`config.mk`:
```
export PLATFORM = sky130hd
export DESIGN_NAME = fct_coef_regs
export DESIGN_NICKNAME = d
export VERILOG_FILES = /design/src/shared/fct_pkg.sv /design/src/core/fct_coef_regs.sv
export SDC_FILE = /design/constraint.sdc
export NUM_CORES = 1
export LEC_CHECK = 0
export BUFFER_PORTS_ARGS = -buffer_cell sky130_fd_sc_hd__clkbuf_2
export CAP_MARGIN = 30
export CORE_ASPECT_RATIO = 0.5
export CORE_MARGIN = 5
export CORE_UTILIZATION = 56
export CTS_CLUSTER_SIZE = 16
export DETAILED_ROUTE_END_ITERATION = 10
export PLACE_DENSITY = 0.86
export REMOVE_ABC_BUFFERS = 1
export SYNTH_ARGS = -nofsm -noshare
export SYNTH_HDL_FRONTEND = slang
export SYNTH_SLANG_ARGS = --single-unit
```
`constraint.sdc`:
```
create_clock -name clk -period 4.3 [get_ports clk]
set_input_delay 0.215 -clock clk [delete_from_list [all_inputs] [get_ports clk]]
set_output_delay 0.215 -clock clk [all_outputs]
set_load 0.005 [all_outputs]
```
`src/shared/fct_pkg.sv`:
```
// package: register map, field layout and carrier types of the channel A tap 3..7 coefficients
package fct_pkg;
   // register indices; byte address is four times the index
   localparam logic [11:0] IDX_TAP3     = 12'h41c;
   localparam logic [11:0] IDX_TAP4     = 12'h41e;
   localparam logic [11:0] IDX_CENTRE   = 12'h420;
   localparam logic [11:0] IDX_TAP6     = 12'h423;
   localparam logic [11:0] IDX_TAP7     = 12'h425;
   localparam logic [11:0] IDX_CFG      = 12'h400;
   localparam logic [11:0] IDX_STATUS   = 12'h401;
   localparam int          BYTE_SHIFT   = 2;

   // storage widths and coefficient widths
   localparam int          SIDE_REG_W   = 16;
   localparam int          CTR_REG_W    = 24;
   localparam int          SIDE_W       = 12;
   localparam int          CTR_W        = 18;
   localparam int          SCW_W        = 3;
   localparam int          SCALED_W     = 18;

   // configuration register fields
   localparam int          CFG_MODE_LSB  = 0;
   localparam int          CFG_SCW_LSB   = 2;
   localparam int          CFG_MERGE_BIT = 5;
   localparam int          CFG_W         = 6;

   // status register fields
   localparam int          ST_ACTIVE_BIT = 0;
   localparam int          ST_MERGED_BIT = 1;
   localparam int          ST_BADCFG_BIT = 2;
   localparam int          ST_LINK_BIT   = 3;

   // mode encodings and legal side weight limit
   localparam logic [1:0]  MODE_BYPASS  = 2'h0;
   localparam logic [1:0]  MODE_ACTIVE  = 2'h2;
   localparam logic [2:0]  SCW_MAX      = 3'h6;

   // values after reset
   localparam logic [SIDE_REG_W-1:0] SIDE_RESET = 16'h0000;
   localparam logic [CTR_REG_W-1:0]  CTR_RESET  = 24'h000000;
   localparam logic [CFG_W-1:0]      CFG_RESET  = 6'h00;

   typedef struct packed {
      logic                         active;
      logic                         merged;
      logic signed [SCALED_W-1:0]   tap3;
      logic signed [SCALED_W-1:0]   tap4;
      logic signed [CTR_W-1:0]      centre;
      logic signed [SCALED_W-1:0]   tap6;
      logic signed [SCALED_W-1:0]   tap7;
   } fct_coef_t;
endpackage

```
`src/core/fct_coef_regs.sv`:
```
// channel A coefficient registers for taps three to seven, with apb access and tap outputs
//
// The APB register port is this design's own decision.
`timescale 1ns/1ps

// Contract
// - The third-tap register holds a 12-bit signed coefficient used as channel A tap three.
// - The fourth-tap register holds a 12-bit signed coefficient used as channel A tap four.
// - The centre tap is an 18-bit signed value in bits 17..0 of a 24-bit register.
// - The sixth-tap register holds a 12-bit signed coefficient used as channel A tap six.
// - The seventh-tap register holds a 12-bit signed coefficient used as channel A tap seven.
// - In single-channel operation the same registers in the same order feed the merged filter.
// - All coefficient registers reset to zero and their upper bits are writable and read back.
// - Mode 0 bypasses the filter, mode 2 enables it, and modes 1 and 3 are reserved.
// - The side weight field scales non-centre taps by an LSB weight of 2 to the field minus 16.
module fct_coef_regs (
   input  wire logic                 clk,
   input  wire logic                 rst_b,
   input  wire logic                 psel,
   input  wire logic                 penable,
   input  wire logic                 pwrite,
   input  wire logic [15:0]          paddr,
   input  wire logic [31:0]          pwdata,
   input  wire logic [3:0]           pstrb,
   output logic                      pready,
   output logic [31:0]               prdata,
   output logic                      pslverr,
   input  wire logic                 serial_link_enable,
   output fct_pkg::fct_coef_t        coef_out
);

   // =========================================================
   // helpers
   function automatic logic [15:0] word_addr(input logic [11:0] idx);
      word_addr = {2'h0, idx, 2'h0};
   endfunction

   function automatic logic [31:0] lane_merge(input logic [31:0] old_v,
                                              input logic [31:0] new_v,
                                              input logic [3:0]  strb);
      logic [31:0] res;
      res = old_v;
      for (int i = 0; i < 4; i++) begin
         if (strb[i]) begin
            res[8*i +: 8] = new_v[8*i +: 8];
         end
      end
      lane_merge = res;
   endfunction

   function automatic logic signed [fct_pkg::SCALED_W-1:0] side_scale(
         input logic [fct_pkg::SIDE_REG_W-1:0] raw,
         input logic [fct_pkg::SCW_W-1:0]      scw);
      logic signed [fct_pkg::SCALED_W-1:0] ext;
      ext = fct_pkg::SCALED_W'($signed(raw[fct_pkg::SIDE_W-1:0]));
      side_scale = ext <<< scw;
   endfunction

   // =========================================================
   // decode helpers
   // true when the byte address points at the word of this index
   function automatic logic reg_hit(input logic [15:0] addr,
                                    input logic [11:0] idx);
      reg_hit = (addr == word_addr(idx));
   endfunction

   // status word: read only, writes to it are dropped
   function automatic logic [31:0] status_word(input logic [1:0] mode,
                                               input logic       merge,
                                               input logic       bad,
                                               input logic       link);
      logic [31:0] res;
      res                         = 32'h0000_0000;
      res[fct_pkg::ST_ACTIVE_BIT] = (mode == fct_pkg::MODE_ACTIVE);
      res[fct_pkg::ST_MERGED_BIT] = merge;
      res[fct_pkg::ST_BADCFG_BIT] = bad;
      res[fct_pkg::ST_LINK_BIT]   = link;
      status_word = res;
   endfunction

   // reserved mode codes and weights past the legal limit
   function automatic logic cfg_illegal(input logic [1:0]                mode,
                                        input logic [fct_pkg::SCW_W-1:0] scw);
      cfg_illegal = (mode != fct_pkg::MODE_BYPASS && mode != fct_pkg::MODE_ACTIVE) ||
                    (scw > fct_pkg::SCW_MAX);
   endfunction

   // =========================================================
   // link enable synchroniser
   // only the second stage feeds logic; the first may be metastable
   logic link_meta_r;
   logic link_meta_nxt;
   logic link_sync_r;
   logic link_sync_nxt;

   always_comb begin
      link_meta_nxt = serial_link_enable;
      link_sync_nxt = link_meta_r;
   end

   always_ff @(posedge clk or negedge rst_b) begin
      if (!rst_b) begin
         link_meta_r <= 1'b0;
         link_sync_r <= 1'b0;
      end else begin
         link_meta_r <= link_meta_nxt;
         link_sync_r <= link_sync_nxt;
      end
   end

   // =========================================================
   // register file storage and bus answer
   logic [fct_pkg::SIDE_REG_W-1:0] tap3_coef_r;
   logic [fct_pkg::SIDE_REG_W-1:0] tap3_coef_nxt;
   logic [fct_pkg::SIDE_REG_W-1:0] tap4_coef_r;
   logic [fct_pkg::SIDE_REG_W-1:0] tap4_coef_nxt;
   logic [fct_pkg::CTR_REG_W-1:0]  centre_tap_coef_r;
   logic [fct_pkg::CTR_REG_W-1:0]  centre_tap_coef_nxt;
   logic [fct_pkg::SIDE_REG_W-1:0] tap6_coef_r;
   logic [fct_pkg::SIDE_REG_W-1:0] tap6_coef_nxt;
   logic [fct_pkg::SIDE_REG_W-1:0] tap7_coef_r;
   logic [fct_pkg::SIDE_REG_W-1:0] tap7_coef_nxt;
   logic [fct_pkg::CFG_W-1:0]      cfg_r;
   logic [fct_pkg::CFG_W-1:0]      cfg_nxt;
   logic                           pready_r;
   logic                           pready_nxt;
   logic [31:0]                    prdata_r;
   logic [31:0]                    prdata_nxt;
   logic                           pslverr_r;
   logic                           pslverr_nxt;

   logic [1:0]                     equalizer_mode;
   logic [fct_pkg::SCW_W-1:0]      side_coef_weight;
   logic                           filter_merge;
   logic                           bad_cfg;
   logic                           setup;
   logic                           wr_now;
   logic                           hit;
   logic [31:0]                    cur;
   logic [31:0]                    wv;
   logic                           sel_tap3;
   logic                           sel_tap4;
   logic                           sel_centre;
   logic                           sel_tap6;
   logic                           sel_tap7;
   logic                           sel_cfg;
   logic                           sel_status;
   logic                           wr_tap3;
   logic                           wr_tap4;
   logic                           wr_centre;
   logic                           wr_tap6;
   logic                           wr_tap7;
   logic                           wr_cfg;

   assign equalizer_mode   = cfg_r[fct_pkg::CFG_MODE_LSB +: 2];
   assign side_coef_weight = cfg_r[fct_pkg::CFG_SCW_LSB +: fct_pkg::SCW_W];
   assign filter_merge     = cfg_r[fct_pkg::CFG_MERGE_BIT];
   assign bad_cfg          = cfg_illegal(equalizer_mode, side_coef_weight);
   assign setup            = psel && !penable;
   // write only in an answered access, never on a refused address
   assign wr_now           = psel && penable && pwrite && pready_r && !pslverr_r;

   // =========================================================
   // address decode, one select per word
   assign sel_tap3   = reg_hit(paddr, fct_pkg::IDX_TAP3);
   assign sel_tap4   = reg_hit(paddr, fct_pkg::IDX_TAP4);
   assign sel_centre = reg_hit(paddr, fct_pkg::IDX_CENTRE);
   assign sel_tap6   = reg_hit(paddr, fct_pkg::IDX_TAP6);
   assign sel_tap7   = reg_hit(paddr, fct_pkg::IDX_TAP7);
   assign sel_cfg    = reg_hit(paddr, fct_pkg::IDX_CFG);
   assign sel_status = reg_hit(paddr, fct_pkg::IDX_STATUS);
   assign hit        = sel_tap3 || sel_tap4 || sel_centre || sel_tap6 || sel_tap7 ||
                       sel_cfg || sel_status;

   assign wr_tap3    = wr_now && sel_tap3;
   assign wr_tap4    = wr_now && sel_tap4;
   assign wr_centre  = wr_now && sel_centre;
   assign wr_tap6    = wr_now && sel_tap6;
   assign wr_tap7    = wr_now && sel_tap7;
   assign wr_cfg     = wr_now && sel_cfg;

   // read mux of the word at paddr; upper storage bits read back as written
   always_comb begin
      cur = 32'h0000_0000;
      if (sel_tap3) begin
         cur[fct_pkg::SIDE_REG_W-1:0] = tap3_coef_r;
      end else if (sel_tap4) begin
         cur[fct_pkg::SIDE_REG_W-1:0] = tap4_coef_r;
      end else if (sel_centre) begin
         cur[fct_pkg::CTR_REG_W-1:0] = centre_tap_coef_r;
      end else if (sel_tap6) begin
         cur[fct_pkg::SIDE_REG_W-1:0] = tap6_coef_r;
      end else if (sel_tap7) begin
         cur[fct_pkg::SIDE_REG_W-1:0] = tap7_coef_r;
      end else if (sel_cfg) begin
         cur[fct_pkg::CFG_W-1:0] = cfg_r;
      end else if (sel_status) begin
         cur = status_word(equalizer_mode, filter_merge, bad_cfg, link_sync_r);
      end
   end

   // byte lanes merged over the current word before storage
   assign wv = lane_merge(cur, pwdata, pstrb);

   // =========================================================
   // coefficient storage; whole storage word writable at the access edge
   // taken at once even with the link running; software keeps the link off
   always_comb begin
      tap3_coef_nxt       = tap3_coef_r;
      tap4_coef_nxt       = tap4_coef_r;
      centre_tap_coef_nxt = centre_tap_coef_r;
      tap6_coef_nxt       = tap6_coef_r;
      tap7_coef_nxt       = tap7_coef_r;
      if (wr_tap3) begin
         tap3_coef_nxt = wv[fct_pkg::SIDE_REG_W-1:0];
      end
      if (wr_tap4) begin
         tap4_coef_nxt = wv[fct_pkg::SIDE_REG_W-1:0];
      end
      if (wr_centre) begin
         centre_tap_coef_nxt = wv[fct_pkg::CTR_REG_W-1:0];
      end
      if (wr_tap6) begin
         tap6_coef_nxt = wv[fct_pkg::SIDE_REG_W-1:0];
      end
      if (wr_tap7) begin
         tap7_coef_nxt = wv[fct_pkg::SIDE_REG_W-1:0];
      end
   end

   always_ff @(posedge clk or negedge rst_b) begin
      if (!rst_b) begin
         tap3_coef_r       <= fct_pkg::SIDE_RESET;
         tap4_coef_r       <= fct_pkg::SIDE_RESET;
         centre_tap_coef_r <= fct_pkg::CTR_RESET;
         tap6_coef_r       <= fct_pkg::SIDE_RESET;
         tap7_coef_r       <= fct_pkg::SIDE_RESET;
      end else begin
         tap3_coef_r       <= tap3_coef_nxt;
         tap4_coef_r       <= tap4_coef_nxt;
         centre_tap_coef_r <= centre_tap_coef_nxt;
         tap6_coef_r       <= tap6_coef_nxt;
         tap7_coef_r       <= tap7_coef_nxt;
      end
   end

   // =========================================================
   // configuration word; reserved codes are stored and flagged, not refused
   // side weight above the legal limit is kept as written, not clamped
   always_comb begin
      cfg_nxt = cfg_r;
      if (wr_cfg) begin
         cfg_nxt = wv[fct_pkg::CFG_W-1:0];
      end
   end

   always_ff @(posedge clk or negedge rst_b) begin
      if (!rst_b) begin
         cfg_r <= fct_pkg::CFG_RESET;
      end else begin
         cfg_r <= cfg_nxt;
      end
   end

   // =========================================================
   // bus answer: one access cycle, prepared in setup, shown during access
   // a write answer carries zero read data
   always_comb begin
      pready_nxt  = setup;
      pslverr_nxt = setup && !hit;
      prdata_nxt  = (setup && !pwrite) ? cur : 32'h0000_0000;
   end

   always_ff @(posedge clk or negedge rst_b) begin
      if (!rst_b) begin
         pready_r  <= 1'b0;
         prdata_r  <= 32'h0000_0000;
         pslverr_r <= 1'b0;
      end else begin
         pready_r  <= pready_nxt;
         prdata_r  <= prdata_nxt;
         pslverr_r <= pslverr_nxt;
      end
   end

   assign pready  = pready_r;
   assign prdata  = prdata_r;
   assign pslverr = pslverr_r;

   // =========================================================
   // coefficient outputs to the tap multipliers
   fct_pkg::fct_coef_t coef_r, coef_nxt;

   always_comb begin
      coef_nxt        = '0;
      // reserved modes are treated as bypass
      coef_nxt.active = (equalizer_mode == fct_pkg::MODE_ACTIVE);
      // same registers and tap order serve the merged single filter
      coef_nxt.merged = filter_merge;
      coef_nxt.tap3   = side_scale(tap3_coef_r, side_coef_weight);
      coef_nxt.tap4   = side_scale(tap4_coef_r, side_coef_weight);
      coef_nxt.centre = centre_tap_coef_r[fct_pkg::CTR_W-1:0];
      coef_nxt.tap6   = side_scale(tap6_coef_r, side_coef_weight);
      coef_nxt.tap7   = side_scale(tap7_coef_r, side_coef_weight);
   end

   always_ff @(posedge clk or negedge rst_b) begin
      if (!rst_b) begin
         coef_r <= '0;
      end else begin
         coef_r <= coef_nxt;
      end
   end

   assign coef_out = coef_r;

endmodule // fct_coef_regs

```
Word level (Yosys, flattened, before mapping)

Cells that the tools add are included.

Equality and inequality tests: 9
Reductions and logical operators: 26
Shift operators: 4
Mux-type cells: 28
Order comparisons: 1

Operators with widths:

| operator                                         | count |
|---|---|
| two-way mux 32 bit                               | 7 |
| two-way mux 26 bit                               | 6 |
| two-way mux 16 bit                               | 8 |
| == test 16 x 13 -> 1 bit (second input constant) | 7 |
| <<< shifter 12 x 3 -> 18 bit                     | 4 |
| two-way mux 8 bit                                | 4 |
| two-way mux 24 bit                               | 1 |
| logical AND 1 bit                                | 14 |
| logical OR 1 bit                                 | 7 |
| two-way mux 6 bit                                | 1 |
| logical NOT 1 bit                                | 4 |
| two-way mux 4 bit                                | 1 |
| > comparator 3 bit (second input constant)       | 1 |
| == test 2 bit (second input constant)            | 1 |
| != test 2 bit (second input constant)            | 1 |
| nonzero test 2 bit                               | 1 |

Word-level logic and storage cells: 86
Output and inout bits: 126
Bits in registers: 222
Input bits: 58

Depth between registers and ports, before layout

Word-level depth: 22
Depth in mapped cells: 9
Mapped depth without buffers: 6

Least setup slack after synthesis

No wires, ideal clock.

Path type: input-to-reg
Start point: input port paddr[9]
End point: register tap6_coef_r[2] in the netlist's numbering
Stages on the path: 7
Path buffers: 1
Data required time: 4218 ps
Data arrival time: 2234 ps
Setup slack: 1984 ps
Path through: or4_1 buf_4 nor4_4 a22o_1 a21oi_1 or4_1 a31oi_1

Word-level cells in the longest chain between the ends: 15
Elaborated cells between the ends (all ways): 22
Those cells by class: eq/ne: 7; mux: 14; reduce/logical: 1

Ends and longest elaborated chain:

| item                     | line                 | RTL |
|---|---|---|
| start: declaration       | fct_coef_regs.sv:22  | `input wire logic [15:0] paddr,` |
| == test 16 x 13 -> 1 bit | fct_coef_regs.sv:64  | `reg_hit = (addr == word_addr(idx));` |
| two-way mux 4 bit        | fct_coef_regs.sv:197 | `end else if (sel_status) begin` |
| two-way mux 32 bit       | fct_coef_regs.sv:195 | `end else if (sel_cfg) begin` |
| two-way mux 32 bit       | fct_coef_regs.sv:193 | `end else if (sel_tap7) begin` |
| two-way mux 32 bit       | fct_coef_regs.sv:191 | `end else if (sel_tap6) begin` |
| two-way mux 32 bit       | fct_coef_regs.sv:189 | `end else if (sel_centre) begin` |
| two-way mux 32 bit       | fct_coef_regs.sv:187 | `end else if (sel_tap4) begin` |
| two-way mux 32 bit       | fct_coef_regs.sv:185 | `if (sel_tap3) begin` |
| two-way mux 6 bit        | fct_coef_regs.sv:195 |  |
| two-way mux 16 bit       | fct_coef_regs.sv:193 |  |
| two-way mux 16 bit       | fct_coef_regs.sv:191 |  |
| two-way mux 24 bit       | fct_coef_regs.sv:189 |  |
| two-way mux 16 bit       | fct_coef_regs.sv:187 |  |
| two-way mux 16 bit       | fct_coef_regs.sv:185 |  |
| two-way mux 8 bit        | fct_coef_regs.sv:44  | `if (strb[i]) begin` |
| end signal: assignment   | fct_coef_regs.sv:236 | `tap6_coef_r <= fct_pkg::SIDE_RESET;` |
| end signal: assignment   | fct_coef_regs.sv:242 | `tap6_coef_r <= tap6_coef_nxt;` |
| end: declaration         | fct_coef_regs.sv:119 | `logic [fct_pkg::SIDE_REG_W-1:0] tap6_coef_r;` |

Several ways; a longest one is shown, not always the timed one. The select of a mux whose other input is x is not followed.
A chain may end at the register's enable or synchronous reset.

Worst setup path after layout

Start point: input port paddr[9]
End point: register tap4_coef_r[4] in the netlist's numbering

Word-level cells in the longest chain between the ends: 8
Elaborated cells between the ends (all ways): 14
Those cells by class: eq/ne: 6; mux: 7; reduce/logical: 1

Ends and longest elaborated chain:

| item                     | line                 | RTL |
|---|---|---|
| == test 16 x 13 -> 1 bit | fct_coef_regs.sv:64  |  |
| two-way mux 6 bit        | fct_coef_regs.sv:195 |  |
| two-way mux 16 bit       | fct_coef_regs.sv:193 |  |
| two-way mux 16 bit       | fct_coef_regs.sv:191 |  |
| two-way mux 24 bit       | fct_coef_regs.sv:189 |  |
| two-way mux 16 bit       | fct_coef_regs.sv:187 |  |
| two-way mux 16 bit       | fct_coef_regs.sv:185 |  |
| two-way mux 8 bit        | fct_coef_regs.sv:44  |  |
| end signal: assignment   | fct_coef_regs.sv:234 | `tap4_coef_r <= fct_pkg::SIDE_RESET;` |
| end signal: assignment   | fct_coef_regs.sv:240 | `tap4_coef_r <= tap4_coef_nxt;` |
| end: declaration         | fct_coef_regs.sv:115 | `logic [fct_pkg::SIDE_REG_W-1:0] tap4_coef_r;` |

Several ways; a longest one is shown, not always the timed one.

==> reports/metrics.cfg <==
[timing]
period_needed_ns=2.68
tns_ns=0
slew_violations=0
skew_ns=0.0103
worst_pin_slew_ns=0.963
timing.hold.ws_ns=0.0559
final_hold_viol_count=0
slew_headroom=0.357
rsz0062_at_grt=no
setup_violations=0
fmax_ghz=0.373
post-route-period-util=0.623

[global_route]
gr-usage-all-layers=0.276
met1_usage=0.410
grt.busiest_layer=met1
met2_usage=0.408
grt_util_met3=0.0754
grt_antenna_before_repair=0
grt_overflow=0
grt_first_pass_wirelength_um=43400
grt_max_degree=134
grt_pass1_vias=7828

[critical_path]
worstPathRequired_ns=4.70
critPathBufInv=2
worstPathArrival_ns=3.07
crit_start=paddr[9]
slowest_delay_ns=0.87
cp_cell_sequence=clkbuf_2 -> or4_1 -> nor4_4 -> buf_4 -> a2bb2oi_1 -> a211o_1 -> o2bb2ai_1 -> o21ai_0
end_kind=flop
crit_path_max_fanout=13
path_class=in2reg
rr_startpoint=pslverr
crit_slowest_cell=nor4_4
cp_top_family=simple AND/OR/NAND/NOR gates
startpoint_type=primary input

[route]
drc=0
antenna_left=0
routed_wl_um=27700
num_vias=7939
drtIter0Drc=931
via_per_inst=6.00
wl_per_cell_um=20.9
drt_pre_antenna_iters=5

[clock_network]
cts.sinks=214
cts_root_buf=clkbuf_16
cts_buffers=19
clockBufferDepth=3
cts_max_level=1
cts_tree=built
insertion_delay_ns=0.49
cts_resized=0
clkTransAtPathRegs_ns=0.07

[status]
status=complete, no violations

[final_layout]
final_util=0.688
final_cell_mix=dfrtp_1 (212), clkbuf_2 (165), o21ai_0 (109)
area_growth_pct=19.0
final_common_cell=dfrtp_1
antennaDiodeCount=0
fin_nets=1142
drive_gt1_frac=0.247

[power_and_ir_drop]
switching_share=0.217
power_density_nw_per_um2=342
p_switching_mw=0.845
combinationalPowerShare=0.039
p_leak_nw=5.56
clock_power_share=0.445
intPower_mw=3.05
p_seq_frac=0.517
vdd_drop_max_mv=0.303

[floorplan]
core_um2=16600
initial_core_util=0.578
die_area_um2=20000
dieWidth_um=195
placementRows=33
die_height_um=102
ios=184

[synth]
postSynthCellCount=924
ys_types=57
syn_avg_cell_area_um2=10.4
netlist.area_leader.share=0.560
async_flop_share=1.00
synth_top_cell_by_area=dfrtp_1
seq_area_frac_synth=0.560
syn_area_um2=9570
synth-edff-count=0
ys_ff_latch=214
ys_dominant_reg_cell=dfrtp_1
synth_area_leaders=dfrtp_1 (56%), o21ai_0 (5.7%), mux2_2 (5.2%), mux2i_1 (5.1%), a21oi_1 (4.6%)
ys_warn_count=0

[min_path]
hold_start=psel
worstHoldPathType=in2reg

[place]
dp_hpwl_um=19600
placement.io_buffers=166
place.gp.congestion=0.960

[job]
drv_cap=0

cell type report:
type,instances,area [µm²]
clock buffer,25,528
inverter,8,30.0
clock inverter,8,98.8
tap,227,284
multi-input combinational,645,3950
sequential,214,5360
fill,1234,5160
timing repair buffer,196,1150
power groups by stage:
stage                     registers [mW]  logic, mW  clock network (mW)
after floorplan                     2.05     0.0445                   0
after global placement              2.05      0.133                   0
after detailed placement            2.05      0.137                   0
after CTS                           2.01      0.147                1.75
after global routing                2.01      0.168                1.85
final                               2.01      0.151                1.73
per-layer routing:
layer  up-vias  share of wire
li1       3617              -
met1      3849           0.43
met2       425           0.43
met3        48           0.12
met4         0          0.018
met5         -              0
registers in the layout (all words and copies together), names as in the netlist, 6 cells and up:
| register | count |
|---|---|
| centre_tap_coef_r | 24 |
| cfg_r | 6 |
| coef_out | 92 |
| prdata | 24 |
| tap3_coef_r | 16 |
| tap4_coef_r | 16 |
| tap6_coef_r | 16 |
| tap7_coef_r | 16 |
stage by stage:
stage | instances | total power [mW] | setup slack [ns] | area (µm²)
6_report | 1323 | 3.90 | 1.62 | 11400
5_1_grt | 1323 | 4.04 | 1.52 | 11400
4_1_cts | 1322 | 3.91 | 1.71 | 11400
3_5_place_dp | 1276 | 2.19 | 1.23 | 10600
3_3_place_gp | 1275 | 2.19 | 1.32 | 10600
2_1_floorplan | 867 | 2.10 | 1.10 | 9310
what timing repair did:
| item | CTS | global route |
|---|---|---|
| setup buffers | 0 | 0 |
| hold buffers | 13 | 0 |
| endpoints found under the hold margin | 145 | 0 |
final timing paths:
check                                       end  slack [ns]  depth (start not counted)
worst max-delay path             tap4_coef_r[4]        1.62                          8
min in group asynchronous            prdata[11]        0.20                          2
worst min register to register      link_sync_r        0.36                          0
worst max register to register  tap6_coef_r[14]        2.20                          4
worst min-delay path                     pready        0.06                          2
max in group asynchronous              cfg_r[2]        3.31                          3
logic make-up after synthesis:
group	count (synthesis)	share of synthesized area
flops	214	0.560
compound gates	272	0.163
simple gates	272	0.140
buf+inv	72	0.0332
other cells	1	0.000392
mux	93	0.103
synthesized netlist by cell type (5+ instances only):
cell type and number:
a21oi_1 88, dfrtp_1 214, o21ai_1 7, o2bb2ai_1 11, nor2b_1 5, nor4_1 9
a2bb2oi_1 7, mux2_2 44, nand3_1 8, a22oi_1 7, buf_1 7, mux2i_1 49
nand4_1 6, buf_4 10, o22ai_1 6, inv_1 7, o21ai_0 109, a31oi_1 8
buf_2 8, nor3_1 8, nand2b_1 6, and3_1 5, and2_1 21, clkbuf_1 39
or4_1 6, nand2_1 99, nor2_1 74
Note: power is estimated with default switching activity, not from simulation.
